`config.mk`:
```
export PLATFORM = sky130hd
export DESIGN_NAME = rail_margin_pwm_control
export DESIGN_NICKNAME = d
export VERILOG_FILES = /design/src/rail_margin_pkg.sv /design/src/pwm_if.sv /design/src/margin_pulse_gen.sv /design/src/rail_margin_pwm_control.sv
export SDC_FILE = /design/constraint.sdc
export NUM_CORES = 1
export LEC_CHECK = 0
export ABC_AREA = 0
export BUFFER_PORTS_ARGS = -buffer_cell sky130_fd_sc_hd__buf_2
export CELL_PAD_IN_SITES_DETAIL_PLACEMENT = 0
export CELL_PAD_IN_SITES_GLOBAL_PLACEMENT = 1
export CORE_MARGIN = 5
export CORE_UTILIZATION = 37
export DETAILED_ROUTE_END_ITERATION = 7
export GPL_TIMING_DRIVEN = 0
export HOLD_SLACK_MARGIN = 0.03
export PLACE_DENSITY = 0.86
export SKIP_LAST_GASP = 1
export SYNTH_ARGS = -nofsm -noshare
export SYNTH_HDL_FRONTEND = slang
export SYNTH_HIERARCHICAL = 1
export SYNTH_SLANG_ARGS = --single-unit
```
`constraint.sdc`:
```
create_clock -name clk_sys_i -period 5.2 [get_ports clk_sys_i]
set_input_delay 1.04 -clock clk_sys_i [delete_from_list [all_inputs] [get_ports clk_sys_i]]
set_output_delay 1.04 -clock clk_sys_i [all_outputs]
set_load 0.005 [all_outputs]
```
`src/rail_margin_pkg.sv`:
```
`default_nettype none
package rail_margin_pkg;

    // ========================================
    // Widths
    localparam int DUTY_W = 16;
    localparam int VOLT_W = 12;
    localparam int STEP_W = 15;

    // ========================================
    // Margin mode when not margining
    localparam logic [1:0] MODE_TRISTATE = 2'h0;
    localparam logic [1:0] MODE_TRIM = 2'h1;
    localparam logic [1:0] MODE_FIXED = 2'h2;

    // ========================================
    // Bus margin command field
    localparam logic [1:0] MARGIN_NONE = 2'h0;
    localparam logic [1:0] MARGIN_LOW = 2'h1;
    localparam logic [1:0] MARGIN_HIGH = 2'h2;

    // ========================================
    // Timing
    localparam int CLK_FREQ_HZ = 50_000_000;
    localparam int STEP_TIME_US = 500;
    localparam int STEP_CYCLES_DEFAULT = (CLK_FREQ_HZ / 1_000_000) * STEP_TIME_US;

    // Pulse frequency limits, period in clock cycles
    localparam int FREQ_MIN_HZ = 15_275;
    localparam int FREQ_MAX_HZ = 125_000_000;
    localparam logic [DUTY_W-1:0] PERIOD_MIN = 16'h0002;
    localparam logic [DUTY_W-1:0] PERIOD_MAX = 16'(CLK_FREQ_HZ / FREQ_MIN_HZ);

    // ========================================
    // Reset values
    localparam logic [DUTY_W-1:0] DUTY_RESET = 16'h0000;
    localparam logic [DUTY_W-1:0] PERIOD_RESET = 16'h0032;
    localparam logic [STEP_W-1:0] STEP_CNT_RESET = 15'h0000;

    typedef enum logic [2:0] {
        st_off,
        st_tristate,
        st_fixed,
        st_trim,
        st_margin
    } ctrl_state_type;

endpackage : rail_margin_pkg
`default_nettype wire

```
`src/pwm_if.sv`:
```
`default_nettype none
interface pwm_if;
    import rail_margin_pkg::*;
    logic [DUTY_W-1:0] period;
    logic [DUTY_W-1:0] duty;
    logic pulse;
    modport ctrl (output period, output duty, input pulse);
    modport gen (input period, input duty, output pulse);
endinterface : pwm_if
`default_nettype wire

```
`src/margin_pulse_gen.sv`:
```
`default_nettype none
module margin_pulse_gen
    import rail_margin_pkg::*;
(
    // Clock and reset
    input wire logic clk_sys_i,
    input wire logic rst_b_i,
    // Period, duty and pulse
    pwm_if.gen bus
);

    logic [DUTY_W-1:0] cnt;
    logic [DUTY_W-1:0] next_cnt;
    logic pulse;
    logic next_pulse;

    always_comb begin
        if (cnt >= bus.period - 16'h0001) begin
            next_cnt = DUTY_RESET;
        end else begin
            next_cnt = cnt + 16'h0001;
        end
        next_pulse = (cnt < bus.duty);
    end

    always_ff @(posedge clk_sys_i) begin
        if (!rst_b_i) begin
            cnt <= DUTY_RESET;
            pulse <= 1'b0;
        end else begin
            cnt <= next_cnt;
            pulse <= next_pulse;
        end
    end

    assign bus.pulse = pulse;
endmodule : margin_pulse_gen
`default_nettype wire

```
`src/rail_margin_pwm_control.sv`:
```
// Functional notes
// - Tri-state mode: output undriven when not margining
// - Trim mode: track nominal setpoint when not margining
// - Fixed mode: constant configured duty, no correction
// - Config bit: ignore faults on pin margining
// - Polarity bit sets duty versus voltage direction
// - Margining requested by bus command or pin
// - Pins: one enables margining, one picks direction
// - Bus command carries its own fault action
// - No margining before power-good seen once
// - Correction steps one unit every 500 us
// - Start driving at configured initial duty
// - Pulse frequency configurable, 15.275 kHz upward
`default_nettype none
module rail_margin_pwm_control
    import rail_margin_pkg::*;
#(
    parameter int unsigned STEP_CYCLES = STEP_CYCLES_DEFAULT
) (
    // Clock and reset
    input wire logic clk_sys_i,
    input wire logic rst_b_i,
    // Configuration
    input wire logic [1:0] margin_mode_i,
    input wire logic pin_ignore_fault_i,
    input wire logic duty_raises_volt_i,
    input wire logic [DUTY_W-1:0] init_duty_i,
    input wire logic [DUTY_W-1:0] period_i,
    input wire logic [VOLT_W-1:0] vout_setpoint_i,
    input wire logic [VOLT_W-1:0] margin_high_i,
    input wire logic [VOLT_W-1:0] margin_low_i,
    // Management bus margin command
    input wire logic cmd_valid_i,
    input wire logic [1:0] cmd_margin_i,
    input wire logic cmd_ignore_fault_i,
    // General input pins
    input wire logic general_input_pin_en_i,
    input wire logic general_input_pin_high_i,
    // Rail monitoring
    input wire logic rail_enable_i,
    input wire logic power_good_i,
    input wire logic [VOLT_W-1:0] vout_meas_i,
    input wire logic ov_fault_i,
    input wire logic uv_fault_i,
    // Pulse output pin
    output logic margin_pulse_output_o,
    output logic margin_pulse_output_oe_o,
    // Status
    output logic margining_o,
    output logic margin_high_o,
    output logic pg_seen_o,
    output logic fault_act_o,
    output logic [DUTY_W-1:0] duty_o
);

    // ========================================
    // Margin request sources
    logic [1:0] cmd_margin;
    logic cmd_ignore;
    logic [1:0] next_cmd_margin;
    logic next_cmd_ignore;
    logic pg_seen;
    logic next_pg_seen;
    logic req;
    logic req_high;
    logic req_ignore;

    always_comb begin
        next_cmd_margin = cmd_margin;
        next_cmd_ignore = cmd_ignore;
        if (cmd_valid_i) begin
            next_cmd_margin = cmd_margin_i;
            next_cmd_ignore = cmd_ignore_fault_i;
        end
        if (!rail_enable_i) begin
            next_pg_seen = 1'b0;
        end else begin
            next_pg_seen = pg_seen | power_good_i;
        end
        // Pin request overrides the bus command
        if (general_input_pin_en_i) begin
            req = 1'b1;
            req_high = general_input_pin_high_i;
            req_ignore = pin_ignore_fault_i;
        end else begin
            req = (cmd_margin == MARGIN_LOW) || (cmd_margin == MARGIN_HIGH);
            req_high = (cmd_margin == MARGIN_HIGH);
            req_ignore = cmd_ignore;
        end
    end

    always_ff @(posedge clk_sys_i) begin
        if (!rst_b_i) begin
            cmd_margin <= MARGIN_NONE;
            cmd_ignore <= 1'b0;
            pg_seen <= 1'b0;
        end else begin
            cmd_margin <= next_cmd_margin;
            cmd_ignore <= next_cmd_ignore;
            pg_seen <= next_pg_seen;
        end
    end

    // ========================================
    // Correction step timer
    logic [STEP_W-1:0] step_cnt;
    logic [STEP_W-1:0] next_step_cnt;
    logic step_tick;
    logic next_step_tick;

    always_comb begin
        if (step_cnt == STEP_W'(STEP_CYCLES - 1)) begin
            next_step_cnt = STEP_CNT_RESET;
            next_step_tick = 1'b1;
        end else begin
            next_step_cnt = step_cnt + 15'h0001;
            next_step_tick = 1'b0;
        end
    end

    always_ff @(posedge clk_sys_i) begin
        if (!rst_b_i) begin
            step_cnt <= STEP_CNT_RESET;
            step_tick <= 1'b0;
        end else begin
            step_cnt <= next_step_cnt;
            step_tick <= next_step_tick;
        end
    end

    // ========================================
    // Mode control and duty
    ctrl_state_type state;
    ctrl_state_type next_state;
    logic [DUTY_W-1:0] duty;
    logic [DUTY_W-1:0] next_duty;
    logic [DUTY_W-1:0] period;
    logic [DUTY_W-1:0] next_period;
    logic margining;
    logic next_margining;
    logic margin_high;
    logic next_margin_high;
    logic ignore_eff;
    logic next_ignore_eff;
    logic fault_act;
    logic next_fault_act;
    logic oe;
    logic next_oe;
    logic [VOLT_W-1:0] target;
    logic duty_up;
    logic duty_down;

    function automatic logic drives(input ctrl_state_type s);
        drives = (s == st_fixed) || (s == st_trim) || (s == st_margin);
    endfunction : drives

    always_comb begin
        next_margining = req && pg_seen && rail_enable_i;
        next_margin_high = next_margining && req_high;
        next_ignore_eff = next_margining && req_ignore;
        next_fault_act = (ov_fault_i || uv_fault_i) && !(margining && ignore_eff);
        if (period_i < PERIOD_MIN) begin
            next_period = PERIOD_MIN;
        end else if (period_i > PERIOD_MAX) begin
            next_period = PERIOD_MAX;
        end else begin
            next_period = period_i;
        end
        if (!rail_enable_i) begin
            next_state = st_off;
        end else if (next_margining) begin
            next_state = st_margin;
        end else begin
            case (margin_mode_i)
                MODE_TRIM: next_state = st_trim;
                MODE_FIXED: next_state = st_fixed;
                default: next_state = st_tristate;
            endcase
        end
        if (state != st_margin) begin
            target = vout_setpoint_i;
        end else if (margin_high) begin
            target = margin_high_i;
        end else begin
            target = margin_low_i;
        end
        // Raise voltage means up when duty raises voltage
        duty_up = (vout_meas_i < target) == duty_raises_volt_i;
        duty_down = (vout_meas_i > target) == duty_raises_volt_i;
        if (vout_meas_i == target) begin
            duty_up = 1'b0;
            duty_down = 1'b0;
        end
        next_duty = duty;
        if (!drives(state) || next_state == st_fixed) begin
            next_duty = init_duty_i;
        end else if (step_tick && (state == st_trim || state == st_margin)) begin
            if (duty_up && duty < period) begin
                next_duty = duty + 16'h0001;
            end else if (duty_down && duty != 16'h0000) begin
                next_duty = duty - 16'h0001;
            end
        end
        next_oe = drives(next_state);
    end

    always_ff @(posedge clk_sys_i) begin
        if (!rst_b_i) begin
            state <= st_off;
            duty <= DUTY_RESET;
            period <= PERIOD_RESET;
            margining <= 1'b0;
            margin_high <= 1'b0;
            ignore_eff <= 1'b0;
            fault_act <= 1'b0;
            oe <= 1'b0;
        end else begin
            state <= next_state;
            duty <= next_duty;
            period <= next_period;
            margining <= next_margining;
            margin_high <= next_margin_high;
            ignore_eff <= next_ignore_eff;
            fault_act <= next_fault_act;
            oe <= next_oe;
        end
    end

    // ========================================
    // Pulse generator
    pwm_if pwm_bus ();

    assign pwm_bus.period = period;
    assign pwm_bus.duty = duty;

    margin_pulse_gen pulse_gen (
        .clk_sys_i(clk_sys_i),
        .rst_b_i(rst_b_i),
        .bus(pwm_bus.gen)
    );

    assign margin_pulse_output_o = pwm_bus.pulse;
    assign margin_pulse_output_oe_o = oe;
    assign margining_o = margining;
    assign margin_high_o = margin_high;
    assign pg_seen_o = pg_seen;
    assign fault_act_o = fault_act;
    assign duty_o = duty;
endmodule : rail_margin_pwm_control
`default_nettype wire

```
Word level (Yosys, flattened, before mapping):

Cells that the tools add are included.

* input bits: 96
* memory bits (read-only): 0
* latch bits: 0
* register bits after elaboration: 77
* memories: 0
* RAM bits: 0
* output and inout bits: 22

* add/subtract/negate cells: 5
* order comparisons: 7
* equal/unequal tests: 15
* multipliers: 0
* mux-type cells: 17
* shifts and indexed selects: 0
* div/mod/pow operators: 0
* reduce and logical (&&, ||, !) cells: 28
* bitwise gates (word level): 2

Operators by type and width (number)
* 16-bit 2-to-1 mux: 4
* 12-bit 2-to-1 mux: 3
* 16-bit by 1-bit adder with 16-bit output, second input constant: 2
* 16-bit less-than comparator: 2
* 16-bit by 1-bit subtractor with 16-bit output, second input constant: 2
* 16-bit greater-or-equal comparator: 1
* 16-bit by 12-bit > comparator with 1-bit output, second input constant: 1
* 16-bit by 2-bit less-than comparator with 1-bit output, second input constant: 1
* 16-bit nonzero test: 1
* 15-bit by 1-bit adder with 15-bit output, second input constant: 1
* 15-bit equality test, second input constant: 1
* 12-bit equality test: 1
* 3-bit by 2-bit equality test with 1-bit output, second input constant: 4
* 12-bit > comparator: 1
* 12-bit less-than comparator: 1
* 1-bit logical AND: 9
* 1-bit logical OR: 8
* 3-bit equality test, second input constant: 2
* 1-bit 2-to-1 mux: 6
* 3-bit 2-to-1 mux: 2
* 6-bit 2-to-1 mux: 1
* 2-bit OR reduction: 3
* 2-bit by 1-bit equality test with 1-bit output, second input constant: 2
* 2-bit equality test, second input constant: 2
* other kinds (10): 13

Logic depth before layout (Yosys ltp):

* depth in word-level cells: 11
* gate-level depth with buffers: 20

Modules after synthesis:

The synthesis kept the hierarchy.

Modules (own cells, without submodules)
* rail_margin_pwm_control: cells each 468, area each 3961.3 µm², instances 1
* margin_pulse_gen: cells each 205, area each 1639.1 µm², instances 1

Worst setup path after synthesis:

No wires, ideal clock.

* path type: register -> register
* from: register state[2]
* to: register duty[9], in the netlist duty_o[9]
* cell stages (with the launch flop): 21
* setup slack: 134 ps
* required time: 5112 ps
* arrival: 4978 ps
* path through: dfxtp_1 > nor3b_1 > clkbuf_1 > nand2_1 > o21ai_0 > ha_1 > a211oi_2 > nor2_1 > or4b_4 > o211ai_2 > o311a_2 > inv_1 > ha_1 > a211oi_1 > o21bai_1 > a2111oi_0 > o31ai_1 > a21oi_1 > xnor2_1 > nand2_4 > a311oi_2

* word-level cells in the longest chain between the ends: 9
* elaborated cells between the ends (all ways): 26

RTL lines
* start, declared: line rail_margin_pwm_control.sv:133 `ctrl_state_type state;`
* start signal, assigned: line rail_margin_pwm_control.sv:209 `state <= st_off;`
* start signal, assigned: line rail_margin_pwm_control.sv:218 `state <= next_state;`
* 3-bit inequality test: line rail_margin_pwm_control.sv:180 `if (state != st_margin) begin`
* 12-bit 2-to-1 mux: line rail_margin_pwm_control.sv:180
* 12-bit less-than comparator: line rail_margin_pwm_control.sv:188 `duty_up = (vout_meas_i < target) == duty_raises_volt_i;`
* 1-bit equality test: line rail_margin_pwm_control.sv:188
* 1-bit 2-to-1 mux: line rail_margin_pwm_control.sv:190 `if (vout_meas_i == target) begin`
* 1-bit logical AND: line rail_margin_pwm_control.sv:198 `if (duty_up && duty < period) begin`
* 16-bit 2-to-1 mux: line rail_margin_pwm_control.sv:198
* 16-bit 2-to-1 mux: line rail_margin_pwm_control.sv:197 `end else if (step_tick && (state == st_trim || state == st_margin)) begin`
* 16-bit 2-to-1 mux: line rail_margin_pwm_control.sv:195 `if (!drives(state) || next_state == st_fixed) begin`
* end signal, assigned: line rail_margin_pwm_control.sv:219 `duty <= next_duty;`
* end, declared: line rail_margin_pwm_control.sv:135 `logic [DUTY_W-1:0] duty;`

Several ways; a longest one is shown, not always the timed one. The select of a mux whose other input is x is not followed.
A chain may end at the register's enable or synchronous reset.

Worst setup path in the final report:

* from: input port margin_high_i[9]
* to: register duty[9], in the netlist duty_o[9]

* word-level cells in the longest chain between the ends: 9
* elaborated cells between the ends (all ways): 16

RTL lines
* start, declared: line rail_margin_pwm_control.sv:30 `input wire logic [VOLT_W-1:0] margin_high_i,`
* 12-bit 2-to-1 mux (*): line rail_margin_pwm_control.sv:182 `end else if (margin_high) begin`
* 12-bit 2-to-1 mux (*): line rail_margin_pwm_control.sv:180
* 12-bit less-than comparator: line rail_margin_pwm_control.sv:188
* 1-bit equality test: line rail_margin_pwm_control.sv:188
* 1-bit 2-to-1 mux: line rail_margin_pwm_control.sv:190
* 1-bit logical AND: line rail_margin_pwm_control.sv:198
* 16-bit 2-to-1 mux: line rail_margin_pwm_control.sv:198
* 16-bit 2-to-1 mux: line rail_margin_pwm_control.sv:197
* 16-bit 2-to-1 mux: line rail_margin_pwm_control.sv:195

Mark *: on every way between the ends. The rest lies on a longest branch, timed or not. The select of a mux whose other input is x is not followed.

==> results.json <==
{
  "result_of_the_run": "finished, final reports clean",
  "critical_path_required_ns": 5.45,
  "cts_sinks": 76,
  "first_iter_violations": 244,
  "finalWirelength_microns": 14700,
  "cell_count_of_the_worst_reg_to_reg_path": 19,
  "placement_rows": 45,
  "final.period_utilization_pct": 96.2,
  "hpwl_microns": 11600,
  "num-nets-final": 984,
  "path_max_fanout": 5,
  "drt_drc_violations_left": 0,
  "die_width_microns": 133,
  "synth_top_area_share_pct": 27.2,
  "num-fill-cells": 1476,
  "netlist-cell-type-count": 64,
  "count_of_antenna_violating_nets_left_after_detailed_routing": 0,
  "core_area_sq_um": 15000,
  "period_needed_ns": 5.00,
  "clock_tree.htree_level_count": 3,
  "final_cell_area_excluding_filler_cells_sq_um": 6960,
  "synth_seq_cells": 76,
  "sum_neg_setup_slack_ns": 0,
  "die_h_microns": 133,
  "n_antenna_cell": 0,
  "tritoncts_clock_tree": "built",
  "vias_per_cell": 5.14,
  "synth_cells": 673,
  "overflow": 0,
  "finish.cell_count_without_fillers": 1003,
  "end_kind": "flip-flop",
  "path_clk_slew_ns": 0.06,
  "clock_tree.root_cell": "sky130_fd_sc_hd__clkbuf_16",
  "grt_antenna_before_repair": 0,
  "rsz0062_at_grt": "yes",
  "yosys-top-cells-area": "sky130_fd_sc_hd__dfxtp_1, sky130_fd_sc_hd__ha_1, sky130_fd_sc_hd__nor2_1",
  "routed_wire_length_per_instance_microns": 14.6,
  "worst_slew_pin_slew_ns": 0.891,
  "power.density_nw_per_um2": 269,
  "placedCellCount": 981,
  "grt_start_max_net_pins": 16,
  "grt_util_all_layers_pct": 16.1,
  "yosys_warns": 6,
  "hold_viol": 0,
  "finClkSkew_ns": 0.00533,
  "regToRegSetupSlack_ns": 0.23,
  "syn_avg_cell_area_sq_um": 8.32,
  "initial_utilization_pct": 37.3,
  "port_buffers": 117,
  "place.gp.congestion": 0.829,
  "grt_pass1_wl_microns": 23800,
  "worstReg2RegEnd": "duty_o[9]",
  "detailedRoute.firstPassIterationCount": 5,
  "holdPathStages": 1,
  "worst_setup_path_start_kind": "primary input",
  "cts_buffer_depth": 2,
  "whs_endpoint": "fault_act_o",
  "floorplan.die_area_sq_um": 17700,
  "max_cap_violations": 0,
  "worst_ep_arrival_time_ns": 5.25,
  "timing.hold.ws_ns": 0.412,
  "crit_type": "primary input to flip-flop",
  "first_global_vias": 4956,
  "cellLeakagePower_nw": 3.05,
  "vias": 5156,
  "synth_flop_cell": "sky130_fd_sc_hd__dfxtp_1",
  "critical_hold_path_startpoint": "ignore_eff",
  "dpl-instance-area_sq_um": 6430,
  "area_growth_pct": 24.4,
  "netlist_area_sq_um": 5600,
  "synth-edff-count": 0,
  "cts-buffers-inserted": 9,
  "ir_drop_mv": 0.161,
  "worstReg2RegStart": "state[2]",
  "clk-insertion-delay-late_ns": 0.33,
  "finalSetupViolations": 0,
  "min-delay-path-class": "flip-flop to flip-flop",
  "boundaryPins": 118,
  "timing.final.max_slew_violations": 0,
  "post-synth-top-area-cell": "sky130_fd_sc_hd__dfxtp_1",
  "seq_area_frac_synth_pct": 27.2,
  "post_route_cells_drive_above_1_share_pct": 21.2,
  "synth_async_sr_flop_share_pct": 0,
  "max_freq_ghz": 0.200,
  "max-slew-margin-rel_pct": 39.1
}
-- kinds of logic after synthesis --
| family | synth area share (%) |
|---|---|
| other | 0.0670 |
| AOI/OAI and AO/OA | 16.1 |
| DFF | 27.2 |
| adders and majority gates | 17.6 |
| and+or+nand+nor | 21.0 |
| muxes | 5.18 |
| buffers and inverters | 4.65 |
| xor gates and xnor gates | 8.29 |
-- worst max-delay path by stage --
| stage | startpoint | endpoint | slack, ns |
|---|---|---|---|
| after floorplan | state[2] | duty_o[9] | 0.13 |
| after global placement | state[2] | duty_o[9] | -0.84 |
| after detailed placement | state[2] | duty_o[9] | -0.84 |
| after CTS | state[2] | duty_o[9] | 0.03 |
| after global routing | margin_high_i[9] | duty_o[12] | -0.09 |
| final | margin_high_i[9] | duty_o[9] | 0.20 |
-- metal layers --
layer	vias up	global-route usage, %	share of wire [%]
met5	-	0	0
met4	0	4.68	1.0
met3	12	3.27	7.3
met2	153	25.5	43
met1	2309	22.3	49
li1	2682	-	-
-- cell type report --
type	instances	area (sq um)	share of cell area (%)
multi-input cells	537	3940	56.6
flip-flops and latches	76	1520	21.8
repair buffers	122	636	9.13
well taps	188	235	3.38
clock buffers	10	229	3.29
inverters	51	195	2.80
clock inverters	6	113	1.62
plain buffers	12	83.8	1.20
repair inverters	1	7.51	0.108
-- cells in the mapped netlist, types with 6 or more instances --
master and number:
sky130_fd_sc_hd__dfxtp_1 76, sky130_fd_sc_hd__and3_1 11, sky130_fd_sc_hd__a21o_1 6, sky130_fd_sc_hd__o21ai_0 34, sky130_fd_sc_hd__nand2_1 49, sky130_fd_sc_hd__inv_1 50, sky130_fd_sc_hd__nand4_1 16, sky130_fd_sc_hd__a21oi_1 36
sky130_fd_sc_hd__mux2i_1 29, sky130_fd_sc_hd__clkbuf_1 9, sky130_fd_sc_hd__ha_1 77, sky130_fd_sc_hd__xnor2_1 33, sky130_fd_sc_hd__nor4_1 11, sky130_fd_sc_hd__o21a_1 6, sky130_fd_sc_hd__nor2_1 81, sky130_fd_sc_hd__nor2b_1 7
sky130_fd_sc_hd__a211oi_1 15, sky130_fd_sc_hd__nand3_1 19, sky130_fd_sc_hd__nor3_1 11, sky130_fd_sc_hd__xor2_1 20
-- placed cells by master (no fill, tap or decap), types with 4 or more instances in the layout --
master,n
sky130_fd_sc_hd__ha_1,74
sky130_fd_sc_hd__clkbuf_16,9
sky130_fd_sc_hd__nand2_1,49
sky130_fd_sc_hd__a21oi_1,36
sky130_fd_sc_hd__nand3_1,19
sky130_fd_sc_hd__clkbuf_1,8
sky130_fd_sc_hd__clkinvlp_4,5
sky130_fd_sc_hd__o21ai_0,32
sky130_fd_sc_hd__nand4_1,16
sky130_fd_sc_hd__nor2_1,80
sky130_fd_sc_hd__buf_2,117
sky130_fd_sc_hd__a211oi_1,13
sky130_fd_sc_hd__dfxtp_1,76
sky130_fd_sc_hd__or3_1,4
sky130_fd_sc_hd__buf_4,5
sky130_fd_sc_hd__and2_1,5
sky130_fd_sc_hd__conb_1,4
sky130_fd_sc_hd__xnor2_1,33
sky130_fd_sc_hd__a21o_1,6
sky130_fd_sc_hd__o21a_1,6
sky130_fd_sc_hd__nor3_1,11
sky130_fd_sc_hd__o21ai_1,4
sky130_fd_sc_hd__nor2b_1,7
sky130_fd_sc_hd__xor2_1,20
sky130_fd_sc_hd__mux2i_1,29
sky130_fd_sc_hd__nor4_1,10
sky130_fd_sc_hd__inv_1,49
sky130_fd_sc_hd__and3_1,11
sky130_fd_sc_hd__nand2b_1,5
-- worst max-delay path, cell delays in order --
cell                         delay (ns)
sky130_fd_sc_hd__buf_2             0.10
sky130_fd_sc_hd__mux2i_1           0.12
sky130_fd_sc_hd__nand2_1           0.06
sky130_fd_sc_hd__o21ai_0           0.08
sky130_fd_sc_hd__ha_1              0.28
sky130_fd_sc_hd__a211oi_2          0.26
sky130_fd_sc_hd__nor2_1            0.08
sky130_fd_sc_hd__or4b_4            0.53
sky130_fd_sc_hd__o211ai_4          0.21
sky130_fd_sc_hd__o311a_4           0.28
sky130_fd_sc_hd__clkinvlp_4        0.20
sky130_fd_sc_hd__ha_1              0.35
sky130_fd_sc_hd__a211oi_2          0.29
sky130_fd_sc_hd__o21bai_2          0.15
sky130_fd_sc_hd__a2111oi_4         0.39
sky130_fd_sc_hd__o31ai_1           0.13
sky130_fd_sc_hd__a21oi_1           0.18
sky130_fd_sc_hd__xnor2_1           0.20
sky130_fd_sc_hd__nand2_4           0.07
sky130_fd_sc_hd__a311oi_2          0.24
-- sequential cells by signal, summed over array words and instances (netlist names) --
register	count
duty_o	16
period	16
pulse_gen/cnt	16
step_cnt	15
state	3
cmd_margin	2
cmd_ignore	1
fault_act_o	1
ignore_eff	1
margin_high_o	1
margin_pulse_output_oe_o	1
pg_seen_o	1
pulse_gen/bus.pulse	1
step_tick	1
-- report_power, final --
group | total [mW] | internal (mW) | switching [mW]
registers | 0.642 | 0.607 | 0.0352
clock network | 0.723 | 0.469 | 0.254
logic | 0.510 | 0.240 | 0.271
total | 1.88 | 1.32 | 0.560
-- stage by stage --
stage	utilization (%)	power, mW	setup slack (ns)
2_1_floorplan	-	0.971	0.134
3_3_place_gp	42.8	1.10	-0.844
3_5_place_dp	42.8	1.10	-0.843
4_1_cts	45.3	1.84	0.0286
5_1_grt	46.3	1.98	-0.0897
6_report	46.3	1.88	0.200
-- repair_timing --
item | in CTS | in global routing
pin swaps | 0 | 3
setup buffers | 1 | 4
endpoints found under the setup margin | 11 | 6
resized for setup | 8 | 26
cloned | 0 | 1
hold buffers | 0 | 0
(Power assumes the default switching activity.)
